--- src/rtl/lpddr_cmd_pkg.sv ---
/*
  Shared constants and types for the SDRAM command engine: command codes,
  latencies, timing figures and the packed carriers between files.
  Assumes a single 10 MHz clock; times are rounded to whole cycles here.
*/
package lpddr_cmd_pkg;

  // ----------------------------------------------------------------------
  // Geometry and latencies
  // ----------------------------------------------------------------------
  localparam int unsigned NUM_BANKS   = 8;
  localparam int unsigned BURST_LEN   = 8;
  localparam logic [3:0]  READ_LAT    = 4'h3;
  localparam logic [3:0]  WRITE_LAT   = 4'h1;
  localparam int unsigned CLK_PERIOD_NS = 100;

  // ----------------------------------------------------------------------
  // Timing in nanoseconds and derived cycle counts
  // ----------------------------------------------------------------------
  localparam int unsigned T_RTP_NS  = 8;
  localparam int unsigned T_WR_NS   = 15;
  localparam int unsigned T_RP_NS   = 18;
  localparam int unsigned T_RFC_NS  = 130;
  localparam int unsigned T_CKE_NS  = 300;
  localparam int unsigned T_REFI_NS = 3900;

  localparam int unsigned RTP_CYC  =
    (T_RTP_NS + CLK_PERIOD_NS - 1) / CLK_PERIOD_NS;
  localparam int unsigned WR_CYC   =
    (T_WR_NS + CLK_PERIOD_NS - 1) / CLK_PERIOD_NS;
  localparam int unsigned RP_CYC   =
    (T_RP_NS + CLK_PERIOD_NS - 1) / CLK_PERIOD_NS;
  localparam int unsigned RFC_CYC  =
    (T_RFC_NS + CLK_PERIOD_NS - 1) / CLK_PERIOD_NS;
  localparam int unsigned CKE_CYC  =
    (T_CKE_NS + CLK_PERIOD_NS - 1) / CLK_PERIOD_NS;
  localparam int unsigned REFI_CYC =
    (T_REFI_NS / CLK_PERIOD_NS) > 0 ? T_REFI_NS / CLK_PERIOD_NS : 1;

  // Auto precharge delay after a read: larger of BL/2 and tRTP
  localparam int unsigned RD_AP_CYC =
    (BURST_LEN / 2) > RTP_CYC ? BURST_LEN / 2 : RTP_CYC;

  // ----------------------------------------------------------------------
  // Reset values
  // ----------------------------------------------------------------------
  localparam logic [7:0] BANKS_RESET = 8'h00;

  // ----------------------------------------------------------------------
  // Types
  // ----------------------------------------------------------------------
  typedef enum logic [2:0] {
    CMD_NONE, CMD_READ, CMD_WRITE, CMD_PRE, CMD_BST, CMD_REF, CMD_SREF,
    CMD_ACT
  } cmd_e;

  typedef enum logic [1:0] { ST_ACTIVE, ST_SELF, ST_REFRESH } mode_e;

  typedef struct packed {
    logic       cs_n;
    logic       cke;
    logic [9:0] ca_r;
    logic [9:0] ca_f;
  } ca_bus_s;

  typedef struct packed {
    logic [7:0] open_banks;
    logic [7:0] precharging;
    logic       burst_busy;
    logic       in_self;
    logic       refreshing;
    logic       int_refresh;
  } status_s;

endpackage : lpddr_cmd_pkg

--- src/rtl/lpddr_cmd_engine.sv ---
/*
  Command decoder and bank state engine of an LPDDR2 die: auto precharge
  timing, burst terminate, all-bank refresh and self-refresh.
  Assumes the controller keeps all spacing rules; inputs are synchronous.
*/
`timescale 1ns/1ps
`default_nettype none

// Summary of operation
// - Read AP precharges after max(BL/2, tRTP)
// - Write AP precharges tWR after last data
// - Other-bank commands accepted during auto precharge
// - Precharges back to back; tRP from latest
// - Decode terminate; affects latest burst only
// - Terminate ends burst RL or WL later
// - Decode refresh; CA3 selects all banks
// - All-bank refresh uses counter, leaves idle
// - Decode self-refresh entry on CKE fall
// - Refresh internally within tCKE of entry
module lpddr_cmd_engine (
  input  wire logic                  clk,
  input  wire logic                  reset,
  input  wire lpddr_cmd_pkg::ca_bus_s ca,
  output var  lpddr_cmd_pkg::status_s status,
  output logic                       data_valid,
  output logic                       data_is_write,
  output logic [2:0]                 refresh_bank
);

  // ----------------------------------------------------------------------
  // Helpers
  // ----------------------------------------------------------------------
  function automatic logic [2:0] bank_of(input logic [9:0] r);
    bank_of = {r[9], r[8], r[7]};
  endfunction : bank_of

  function automatic lpddr_cmd_pkg::cmd_e decode(
    input lpddr_cmd_pkg::ca_bus_s c, input logic cke_prev);
    decode = lpddr_cmd_pkg::CMD_NONE;
    if (!c.cs_n) begin
      if (cke_prev && !c.cke) begin
        if (c.ca_r[2:0] == 3'h4)
          decode = lpddr_cmd_pkg::CMD_SREF;
      end else if (c.cke) begin
        if (c.ca_r[1:0] == 2'h2)
          decode = lpddr_cmd_pkg::CMD_ACT;
        else if (c.ca_r[2:0] == 3'h7)
          decode = lpddr_cmd_pkg::CMD_NONE;
        else if (c.ca_r[2:0] == 3'h3 && c.ca_r[3])
          decode = lpddr_cmd_pkg::CMD_PRE;
        else if (c.ca_r[3:0] == 4'h3)
          decode = lpddr_cmd_pkg::CMD_BST;
        else if (c.ca_r[2:0] == 3'h4)
          decode = lpddr_cmd_pkg::CMD_REF;
        else if (c.ca_r[2:0] == 3'h5)
          decode = lpddr_cmd_pkg::CMD_READ;
        else if (c.ca_r[2:0] == 3'h1)
          decode = lpddr_cmd_pkg::CMD_WRITE;
      end
    end
  endfunction : decode

  // ----------------------------------------------------------------------
  // State
  // ----------------------------------------------------------------------
  typedef struct packed {
    lpddr_cmd_pkg::mode_e mode;
    logic                 cke_prev;
    logic [7:0]           open_banks;
    logic [7:0]           ap_pend;
    logic [7:0][5:0]      ap_cnt;
    logic [7:0][5:0]      rp_cnt;
    logic [15:0]          sched;
    logic                 burst_wr;
    logic [2:0]           burst_bank;
    logic                 burst_ap;
    logic [11:0]          timer;
    logic [2:0]           ref_bank;
    logic                 int_ref;
    logic                 data_valid;
  } state_s;

  state_s q, d;
  lpddr_cmd_pkg::cmd_e cmd;

  localparam logic [5:0] HALF_BL = 6'(lpddr_cmd_pkg::BURST_LEN / 2);
  localparam logic [5:0] RD_AP   = 6'(lpddr_cmd_pkg::RD_AP_CYC);
  localparam logic [5:0] WR_AP   = 6'(int'(lpddr_cmd_pkg::WRITE_LAT)
    + lpddr_cmd_pkg::BURST_LEN / 2 + lpddr_cmd_pkg::WR_CYC);
  localparam logic [15:0] BEATS  =
    16'((1 << (lpddr_cmd_pkg::BURST_LEN / 2)) - 1);
  localparam logic [15:0] RD_SCHED = BEATS << lpddr_cmd_pkg::READ_LAT;
  localparam logic [15:0] WR_SCHED = BEATS << lpddr_cmd_pkg::WRITE_LAT;
  localparam logic [15:0] RD_KEEP  =
    (16'h0001 << lpddr_cmd_pkg::READ_LAT) - 16'h0001;
  localparam logic [15:0] WR_KEEP  =
    (16'h0001 << lpddr_cmd_pkg::WRITE_LAT) - 16'h0001;
  localparam logic [5:0] RP      = 6'(lpddr_cmd_pkg::RP_CYC);
  localparam logic [11:0] RFC    = 12'(lpddr_cmd_pkg::RFC_CYC);
  localparam logic [11:0] CKE_T  = 12'(lpddr_cmd_pkg::CKE_CYC);

  always_comb begin
    cmd = decode(ca, q.cke_prev);
    d = q;
    d.cke_prev = ca.cke;
    d.int_ref = 1'b0;

    // Bank timers: auto precharge countdown then tRP
    for (int b = 0; b < 8; b++) begin
      if (q.ap_pend[b]) begin
        if (q.ap_cnt[b] <= 6'h01) begin
          d.ap_pend[b]    = 1'b0;
          d.open_banks[b] = 1'b0;
          d.rp_cnt[b]     = RP;
        end else begin
          d.ap_cnt[b] = q.ap_cnt[b] - 6'h01;
        end
      end else if (q.rp_cnt[b] != 6'h00) begin
        d.rp_cnt[b] = q.rp_cnt[b] - 6'h01;
      end
    end

    // Data beats: one bit per coming cycle, so bursts run back to back
    d.data_valid = q.sched[0];
    d.sched      = q.sched >> 1;

    case (q.mode)
      lpddr_cmd_pkg::ST_ACTIVE: begin
        case (cmd)
          lpddr_cmd_pkg::CMD_ACT: begin
            d.open_banks[bank_of(ca.ca_r)] = 1'b1;
          end
          lpddr_cmd_pkg::CMD_READ,
          lpddr_cmd_pkg::CMD_WRITE: begin
            // Other banks keep their own auto precharge timers
            d.burst_wr   = (cmd == lpddr_cmd_pkg::CMD_WRITE);
            d.burst_bank = bank_of(ca.ca_r);
            d.burst_ap   = ca.ca_f[0];
            d.sched      = d.sched | (d.burst_wr ? WR_SCHED : RD_SCHED);
            if (ca.ca_f[0]) begin
              d.ap_pend[bank_of(ca.ca_r)] = 1'b1;
              d.ap_cnt[bank_of(ca.ca_r)]  = d.burst_wr ? WR_AP : RD_AP;
            end
          end
          lpddr_cmd_pkg::CMD_PRE: begin
            for (int b = 0; b < 8; b++) begin
              if (ca.ca_r[4] || bank_of(ca.ca_r) == 3'(b)) begin
                d.open_banks[b] = 1'b0;
                d.ap_pend[b]    = 1'b0;
                d.rp_cnt[b]     = RP;
              end
            end
          end
          lpddr_cmd_pkg::CMD_BST: begin
            // Cut the latest burst, only when auto precharge is off
            if (q.sched != 16'h0000 && !q.burst_ap) begin
              d.sched = d.sched & (q.burst_wr ? WR_KEEP : RD_KEEP);
            end
          end
          lpddr_cmd_pkg::CMD_REF: begin
            if (ca.ca_r[3]) begin
              d.mode  = lpddr_cmd_pkg::ST_REFRESH;
              d.timer = RFC;
              d.int_ref = 1'b1;
            end
          end
          lpddr_cmd_pkg::CMD_SREF: begin
            d.mode    = lpddr_cmd_pkg::ST_SELF;
            d.timer   = CKE_T;
            d.int_ref = 1'b1;
          end
          default: begin
          end
        endcase
      end
      lpddr_cmd_pkg::ST_REFRESH: begin
        d.ref_bank = q.ref_bank + 3'h1;
        if (q.timer <= 12'h001) begin
          d.timer = 12'h000;
          d.open_banks = 8'h00;
          d.mode = lpddr_cmd_pkg::ST_ACTIVE;
        end else begin
          d.timer = q.timer - 12'h001;
        end
      end
      lpddr_cmd_pkg::ST_SELF: begin
        if (q.timer != 12'h000) begin
          d.timer = q.timer - 12'h001;
          d.ref_bank = q.ref_bank + 3'h1;
        end
        if (ca.cke && q.timer == 12'h000) begin
          d.mode = lpddr_cmd_pkg::ST_ACTIVE;
        end
      end
      default: d.mode = lpddr_cmd_pkg::ST_ACTIVE;
    endcase
  end

  always_ff @(posedge clk) begin
    if (reset) begin
      q <= '0;
      q.mode <= lpddr_cmd_pkg::ST_ACTIVE;
      q.open_banks <= lpddr_cmd_pkg::BANKS_RESET;
    end else begin
      q <= d;
    end
  end

  // ----------------------------------------------------------------------
  // Outputs
  // ----------------------------------------------------------------------
  logic                   dw_q;
  lpddr_cmd_pkg::status_s st_q;

  always_ff @(posedge clk) begin
    if (reset) begin
      st_q <= '0;
      dw_q <= 1'b0;
    end else begin
      st_q.open_banks  <= d.open_banks;
      st_q.precharging <= d.ap_pend;
      st_q.burst_busy  <= d.sched != 16'h0000;
      st_q.in_self     <= d.mode == lpddr_cmd_pkg::ST_SELF;
      st_q.refreshing  <= d.mode != lpddr_cmd_pkg::ST_ACTIVE;
      st_q.int_refresh <= d.int_ref;
      dw_q             <= d.burst_wr;
    end
  end

  assign status        = st_q;
  assign data_valid    = q.data_valid;
  assign data_is_write = dw_q;
  assign refresh_bank  = q.ref_bank;

endmodule : lpddr_cmd_engine

`default_nettype wire

--- config.mk ---
export PLATFORM = sky130hd
export DESIGN_NAME = lpddr_cmd_engine
export DESIGN_NICKNAME = d
export VERILOG_FILES = /design/src/rtl/lpddr_cmd_pkg.sv /design/src/rtl/lpddr_cmd_engine.sv
export SDC_FILE = /design/constraint.sdc
export NUM_CORES = 1
export LEC_CHECK = 0
export BUFFER_PORTS_ARGS = -buffer_cell sky130_fd_sc_hd__buf_2
export CAP_MARGIN = 20
export CORE_MARGIN = 4
export CORE_UTILIZATION = 60
export CTS_BUF_LIST = sky130_fd_sc_hd__clkbuf_16
export CTS_CLUSTER_DIAMETER = 120
export DETAILED_ROUTE_END_ITERATION = 10
export GPL_ROUTABILITY_DRIVEN = 0
export PLACE_DENSITY_LB_ADDON = 0.05
export SYNTH_ARGS = -nofsm -noshare
export SYNTH_HDL_FRONTEND = slang
export SYNTH_SLANG_ARGS = --single-unit
--- constraint.sdc ---
create_clock -name clk -period 2.65 [get_ports clk]
set_input_delay 0.53 -clock clk [delete_from_list [all_inputs] [get_ports clk]]
set_output_delay 0.53 -clock clk [all_outputs]
set_load 0.01 [all_outputs]
==> results of run 1 <==
[kinds of logic after synthesis]
| logic type | after synthesis | share of synthesized area |
|---|---|---|
| fa+ha+maj | 23 | 0.0536 |
| mux | 2 | 0.00396 |
| flops | 96 | 0.358 |
| xor+xnor | 34 | 0.0554 |
| simple gates | 273 | 0.264 |
| buf+inv | 76 | 0.0719 |
| compound gates | 158 | 0.194 |
[layout make-up]
| type | count | share of cell area |
|---|---|---|
| multi-input combinational | 490 | 0.527 |
| clock inverter | 6 | 0.0105 |
| timing repair buffer | 52 | 0.0512 |
| tap | 108 | 0.0233 |
| clock buffer | 9 | 0.0388 |
| sequential | 96 | 0.331 |
| inverter | 28 | 0.0181 |
[per-layer routing]
layer / up-vias / share of wire / global-route usage
li1: 2354 / - / -
met1: 2175 / 0.47 / 0.304
met2: 99 / 0.47 / 0.389
met3: 20 / 0.036 / 0.0379
met4: 0 / 0.017 / 0.0787
met5: - / 0 / 0
[metrics by stage]
| stage | utilization | hold WS [ns] | worst slack, ns | total power [W] |
|---|---|---|---|---|
| 2_1_floorplan | - | 0.436 | 0.648 | 0.00168 |
| 3_3_place_gp | 0.634 | 0.457 | 0.372 | 0.00174 |
| 3_5_place_dp | 0.634 | 0.463 | 0.328 | 0.00174 |
| 4_1_cts | 0.666 | 0.472 | 0.300 | 0.00299 |
| 5_1_grt | 0.666 | 0.489 | 0.0774 | 0.00307 |
| 6_report | 0.666 | 0.468 | 0.282 | 0.00296 |
[critical path: stages (launching register included)]
cell	delay, ns
dfxtp_1	0.38
inv_1	0.10
ha_1	0.26
or2_1	0.25
a41oi_1	0.33
o21ai_2	0.25
nor3_4	0.40
nand3_1	0.14
a21oi_1	0.19
[power breakdown]
part	total, W	internal, W	switching [W]
clock network	0.00125	0.000722	0.000529
logic	0.000248	0.0000872	0.000161
registers	0.00146	0.00146	0.00000883
total	0.00296	0.00227	0.000698
[how the worst max path moves through the flow]
stage | start | end | slack [ns]
6_report | q[5] | q[14] | 0.28
3_3_place_gp | q[5] | q[16] | 0.37
3_5_place_dp | q[5] | q[14] | 0.33
5_1_grt | q[5] | q[14] | 0.08
2_1_floorplan | ca[10] | q[16] | 0.65
4_1_cts | q[5] | q[16] | 0.30
[flip-flops by register name, indices dropped and copies added, names as in the netlist]
name and count:
refresh_bank 3, status 20, data_valid 1, data_is_write 1, d 1, q 70
[cells in the final DEF, fill, tap and decap left out, drive strengths merged, types with 12 or more instances in the layout]
cell type,count
nand2,55
xnor2,24
o22ai,12
buf,52
ha,23
nor3,40
nor2b,14
a21oi,55
nand3,23
o21ai,28
nor2,73
inv,28
dfxtp,96
==> out/qor.txt, run 1 <==
GRT overflow: 0
total negative setup slack: 0 ns
Synth top cells by count: dfxtp_1, nor2_1, nand2_1, a21oi_1, nor3_1
Worst VDD drop: 0.344 mV
FF-to-FF setup slack: 0.28 ns
top-area cell type share of the netlist area: 0.358
Clock Skew: 0.00627 ns
ys async rst share: 0
largest cells by area after synthesis: dfxtp_1, ha_1, a21oi_1, nor2_1, xnor2_1
Synth Area per Inst: 8.12 um^2
Synth cell types: 72
Pwr Density: 510 mW/mm^2
routed vias/inst: 5.89
pin count of the biggest net entering global routing: 28
leakage: 2.16 nW
Arr. time, crit path: 2.63 ns
Hold Vio Cnt, Final: 0
Initial Utilization: 0.616
Reg clk slew, reported paths: 0.06 ns
Finished Cell Area: 0.00581 mm^2
Hold EP: data_valid
Seq cells post-synth: 96
Setup Fix Bufs, Post-CTS: 0
Synth warnings: 0
clk buf depth: 2
GRT Total Usage: 0.232
launch point of the worst reg-to-reg path: q[5]
CP max FO: 12
status: finished, final reports clean
Mapped Area: 0.00537 mm^2
Main synth FF type: dfxtp_1
worst rel slew slack: 0.486
worst-case reg-to-reg path depth: 8
wire per inst: 14.8 um
Final Routed Wirelength: 11700 um
fin cells: 789
CTS Buf Count: 9
register area: 0.00192 mm^2
die height: 103 um
Fmax: 0.422 GHz
CTS sink cnt: 96
PortBufs: 37
Synth area leader: dfxtp_1
type of destination of the critical path: register
Layout Area Growth over Synthesis: 8.15%
Final period util: 0.893
Post-Place Cells: 774
area occupied by multi-input gates: 0.00307 mm^2
hold depth: 1
worst slew pin tran: 0.765 ns
Post-synth EDFFs: 0
DR iter-0 viols: 297
post-synthesis sequential area ratio: 0.358
# resized after CTS: 0
num rows: 34
Ant. Diodes: 0
Cell Area, Placed: 0.00553 mm^2
R2R Path End: q[14]
share of layout cells above drive strength 1: 0.126
RSZ-0062 raised after global routing: no
Hold/Removal Path Class: register to register
vias in the first global route: 4429
IO Pins: 49
worst-skew pair later-pin latency: 0.34 ns
crit path time final: 2.37 ns
cells after synthesis: 662
htree depth: 3
Syn Nets: 709
hold path start: d[0]
Filler Cells Inserted: 779
DIE AREA: 0.0105 mm^2
Nets: 724
Antenna Nets Post-Route: 0
Slew Viols, Final: 0
max-cap violations: 0
most common cell in the netlist: dfxtp_1
initial antenna violation count: 0
kind of critical path: register to register
Die Wd: 103 um
TritonCTS clock tree: done
drt drc: 0
root buffer selected by CTS: clkbuf_16
vias: 4648
Setup-failing EPs final: 0
critical path launch point type: register
drt pass-1 iters: 5
Data required, critical path: 2.91 ns
first-pass GRT wire length: 19900 um
hpwl dp: 8610 um
total core area: 0.00872 mm^2
cts hold-fix bufs: 0
Note: power is estimated with default switching activity, not from simulation.
==> inputs of run 2 (changes only) <==
Settings changed: CORE_ASPECT_RATIO set to 1.75, CORE_MARGIN 4 to not set, CTS_BUF_LIST sky130_fd_sc_hd__clkbuf_16 to sky130_fd_sc_hd__clkbuf_8 sky130_fd_sc_hd__clkbuf_16.
==> run 2 against run 1 <==
Net effect:
- first-iteration DRC count increased by 14%
- count of clock-buffer cells in the layout increased by 3
- critical path depth unchanged
- utilization increased by 0.43 points
- sequential power about the same
- maximum frequency increased by 3.4%
- largest power group unchanged
==> out/qor.txt, run 2 (synthesis gave the netlist of run 1 again) <==
NetSw: 0.000721 W
leakage: 2.15 nW
Hold EP: status[16]
GRT overflow: 0
worst rel slew slack: 0.473
Post-Place Cells: 781
Die Wd: 73.5 um
Worst VDD drop: 0.474 mV
IO Pins: 49
CP max FO: 10
Antenna Nets Post-Route: 0
crit path time final: 2.29 ns
Pwr Density: 512 mW/mm^2
Top delay family on crit path: compound AO/OA/AOI/OAI gates
Worst Setup SP: q[5]
R2R Path End: q[16]
Fmax: 0.437 GHz
CP Buf/Inv Count: 1
pin count of the biggest net entering global routing: 35
commonest non-fill, non-tap cell in the layout: dfxtp_1
RSZ-0062 raised after global routing: no
Clock Power Share: 0.424
internal power: 0.00225 W
worst slew pin tran: 0.784 ns
Clock Skew: 0.00844 ns
fin cells: 797
vias in the first global route: 4701
Setup Fix Bufs, Post-CTS: 0
drt pass-1 iters: 5
max-cap violations: 0
DIE AREA: 0.00935 mm^2
most frequent cells in the layout: dfxtp_1, nor2_1, nand2_1
first-pass GRT wire length: 20900 um
Comb power frac: 0.084
Reg clk slew, reported paths: 0.06 ns
CTS Buf Count: 9
DR iter-0 viols: 340
vias: 4717
total negative setup slack: 0 ns
hpwl dp: 9090 um
die height: 127 um
post-route setup slack: 0.359 ns
Hold Vio Cnt, Final: 0
CP peak stage delay: 0.38 ns
cts hold-fix bufs: 0
status: finished, final reports clean
CTS sink cnt: 96
Nets: 722
type of destination of the critical path: register
FF-to-FF setup slack: 0.36 ns
worst-skew pair later-pin latency: 0.35 ns
hold depth: 2
Final period util: 0.864
critical path launch point type: register
switching share of total power: 0.242
GRT Total Usage: 0.283
routed vias/inst: 5.92
Slew Viols, Final: 0
Final Routed Wirelength: 12300 um
clk buf depth: 2
PortBufs: 37
num rows: 45
kind of critical path: register to register
slowest CP cell: dfxtp_1
Layout Area Growth over Synthesis: 8.22%
total core area: 0.00867 mm^2
# resized after CTS: 0
worst-case reg-to-reg path depth: 8
Initial Utilization: 0.620
Largest Register: q
Data required, critical path: 2.92 ns
root buffer selected by CTS: clkbuf_16
register share of total power: 0.492
wire per inst: 15.4 um
TritonCTS clock tree: done
share of layout cells above drive strength 1: 0.124
Hold/Removal Path Class: register to register
Ant. Diodes: 0
dpl ws: 0.358 ns
launch point of the worst reg-to-reg path: q[5]
crit path cell chain: inv_1 -> ha_1 -> or2_1 -> a41oi_1 -> o21ai_2 -> nor3_4 -> a32oi_1 -> o22ai_1
hold path start: status[16]
Arr. time, crit path: 2.56 ns
htree depth: 3
Setup-failing EPs final: 0
Largest register FFs: 70
drt drc: 0
initial antenna violation count: 0
-- run 2: cell types whose count changed in the layout (fill, tap and decap cells not counted), sizes merged --
cell	change
clkinv	-4
clkbuf	+3
buf	-2
inv	+2
bufinv	-1
clkinvlp	+1
-- run 2: routing by layer --
metal | track usage | routed length, um
met5 | 0 | 0
met1 | 0.301 | 4810
met3 | 0.0576 | 509
met2 | 0.514 | 6570
met4 | 0.133 | 371
-- run 2: how the worst max path moves through the flow --
| stage | to | cells after the start |
|---|---|---|
| final | q[16] | 8 |
| after global routing | q[16] | 8 |
| after CTS | q[16] | 8 |
| after detailed placement | q[16] | 7 |
| after global placement | status[5] | 7 |
| after floorplan | q[16] | 7 |
-- run 2: layout make-up --
class	count	area [um^2]
fillers	803	2860
well taps	117	146
multi-input cells	490	3070
clock buffers	12	267
inverters	28	105
clock inverters	4	27.5
repair buffers	50	283
flip-flops and latches	96	1920
-- run 2: worst reg2reg max path, delay by kind of cell (launching register included) --
kind / cells / cell delay, ns
flops: 1 / 0.38
compound gates: 4 / 0.85
fa+ha+maj: 1 / 0.26
simple gates: 2 / 0.61
buf+inv: 1 / 0.10
-- run 2: power by group through the flow --
stage / logic (W) / registers [W] / clock network [W]
after floorplan: 0.000183 / 0.00150 / 0
after global placement: 0.000241 / 0.00150 / 0
after detailed placement: 0.000246 / 0.00150 / 0
after CTS: 0.000248 / 0.00146 / 0.00127
after global routing: 0.000276 / 0.00147 / 0.00134
final: 0.000249 / 0.00146 / 0.00126
-- run 2: through the flow --
stage	hold WS [ns]	utilization	power (W)	area, um^2
after floorplan	0.436	-	0.00168	5370
after global placement	0.458	0.637	0.00174	5520
after detailed placement	0.461	0.637	0.00174	5520
after CTS	0.469	0.671	0.00298	5820
after global routing	0.480	0.671	0.00308	5820
final	0.473	0.671	0.00298	5820
==> inputs of run 3 (changes only) <==
Settings changed: ABC_AREA set to 1, CAP_MARGIN 20 to 25.
==> run 3 against run 2 <==
Net effect:
- utilization grew 0.36 points
- final cell count grew 22%
- count of clock-buffer cells in the layout shrank 3
- critical path depth grew 1
- sequential power grew 3%
- clock skew shrank 0.0011 ns
- via count grew 11%
- flip-flop and latch count is the same
- design area grew 5.4%
- clock power grew 3%
- register-to-register slack gained 0.18 ns
==> out/qor.txt, run 3 <==
status: finished, final reports clean
CP max FO: 8
most common cell in the netlist: nand2_1
cts hold-fix bufs: 0
Setup Fix Bufs, Post-CTS: 0
Initial Utilization: 0.623
pin count of the biggest net entering global routing: 37
Syn Nets: 876
Clock Skew: 0.00736 ns
Cell Area, Placed: 0.00584 mm^2
max layer used: met4
Setup-failing EPs final: 0
GRT overflow: 0
leakage: 2.84 nW
Pwr Density: 524 mW/mm^2
RSZ-0062 raised after global routing: no
Synth top cells by count: nand2_1, nor2_1, inv_1, dfxtp_1, o21ai_0
Slew Viols, Final: 0
Hold/Removal Path Class: register to register
Synth area leader: dfxtp_1
vias in the first global route: 4994
internal power: 0.00234 W
Largest Register: q
critical path launch point type: register
die height: 131 um
worst slew pin tran: 0.676 ns
crit path time final: 2.11 ns
first-pass GRT wire length: 21400 um
Fmax: 0.474 GHz
Finished Cell Area: 0.00613 mm^2
register share of total power: 0.468
Comb power frac: 0.128
Post-synth EDFFs: 0
Seq cells post-synth: 96
met2 WL post-DR: 6940 um
top-area cell type share of the netlist area: 0.339
Nets: 897
routed wl met3: 473 um
Synth warnings: 0
worst-skew pair later-pin latency: 0.34 ns
GRT Total Usage: 0.278
Largest register FFs: 70
commonest non-fill, non-tap cell in the layout: nand2_1
CTS Buf Count: 9
num rows: 46
CTS sink cnt: 96
hold depth: 2
kind of critical path: register to register
Hold Vio Cnt, Final: 0
DIE AREA: 0.00985 mm^2
hpwl dp: 9770 um
drt pass-1 iters: 5
max-cap violations: 0
TritonCTS clock tree: done
initial antenna violation count: 0
Reg clk slew, reported paths: 0.07 ns
Ant. Diodes: 0
most frequent cells in the layout: nand2_1, nor2_1, inv_1
IO Pins: 49
post-synthesis sequential area ratio: 0.339
Synth Area per Inst: 6.84 um^2
vias: 5234
NetSw: 0.000868 W
Die Wd: 75.5 um
clk buf depth: 2
Antenna Nets Post-Route: 0
PortBufs: 37
Worst VDD drop: 0.415 mV
Layout Area Growth over Synthesis: 8.19%
share of layout cells above drive strength 1: 0.109
cells after synthesis: 829
Arr. time, crit path: 2.34 ns
Data required, critical path: 2.88 ns
total negative setup slack: 0 ns
Mapped Area: 0.00567 mm^2
Post-Route M1 WL: 5000 um
# resized after CTS: 0
worst rel slew slack: 0.546
htree depth: 3
Synth cell types: 38
routed vias/inst: 5.37
Final period util: 0.796
total core area: 0.00909 mm^2
ys async rst share: 0
drt drc: 0
switching share of total power: 0.270
root buffer selected by CTS: clkbuf_16
worst-case reg-to-reg path depth: 9
DR iter-0 viols: 225
wire per inst: 13.3 um
largest cells by area after synthesis: dfxtp_1, nand2_1, nor2_1, inv_1, ha_1
Final Routed Wirelength: 12900 um
Clock Power Share: 0.404
type of destination of the critical path: register
Main synth FF type: dfxtp_1
## run 3: cell count changes in the layout (fill, tap and decap cells not counted), sizes merged, moves of 16 or more
cell / change
o21ai: +31
inv: +89
nand4: +16
nand2: +123
nor2: +46
nand3: +35
## run 3: power groups by stage
stage,Combinational [W],Clock [W],Sequential (W)
detailed placement,0.000407,0,0.00154
finish,0.000411,0.00130,0.00150
CTS,0.000409,0.00132,0.00150
global route,0.000466,0.00137,0.00151
global placement,0.000399,0,0.00154
floorplan,0.000312,0,0.00153
## run 3: cell type report
| type | count | area (um^2) |
|---|---|---|
| clock buffers | 9 | 225 |
| clock inverters | 7 | 71.3 |
| fillers | 866 | 2960 |
| inverters | 119 | 452 |
| multi-input cells | 582 | 3090 |
| flip-flops and latches | 96 | 1920 |
| well taps | 120 | 150 |
| repair buffers | 42 | 223 |
## run 3: worst paths after layout
check | end | slack (ns) | start
setup / recovery | q[15] | 0.54 | q[5]
hold / removal | data_valid | 0.44 | d[0]
setup reg to reg | q[15] | 0.54 | q[5]
hold reg to reg | data_valid | 0.44 | d[0]
## run 3: logic make-up after synthesis
logic type / after synthesis / synth area share
AOI/OAI and AO/OA: 116 / 0.110
xor gates and xnor gates: 32 / 0.0494
adders and majority gates: 23 / 0.0508
buffers and inverters: 151 / 0.116
DFF: 96 / 0.339
and+or+nand+nor: 411 / 0.334
## run 3: worst max-delay path, stage by stage, from the launching register on
cell and delay, ns:
dfxtp_1 0.32, inv_1 0.11, ha_1 0.24, o21a_1 0.15, a21oi_1 0.08, nor2_1 0.45, inv_1 0.24, o211a_1 0.17
o21ai_0 0.17, nor2_1 0.06
## run 3: per-layer routing
layer  global-route usage  vias to the layer above
met5                    0                        -
met4                0.154                        0
li1                     -                     2679
met2                0.510                      121
met3               0.0406                       42
met1                0.295                     2392
## run 3: stage by stage
| step | utilization | power, W | hold slack (ns) | cells | setup slack, ns |
|---|---|---|---|---|---|
| 2_1_floorplan | - | 0.00185 | 0.409 | 829 | 0.729 |
| 3_3_place_gp | 0.642 | 0.00194 | 0.426 | 959 | 0.311 |
| 3_5_place_dp | 0.642 | 0.00194 | 0.434 | 959 | 0.272 |
| 4_1_cts | 0.674 | 0.00324 | 0.446 | 975 | 0.539 |
| 5_1_grt | 0.674 | 0.00335 | 0.450 | 975 | 0.293 |
| 6_report | 0.674 | 0.00321 | 0.438 | 975 | 0.541 |
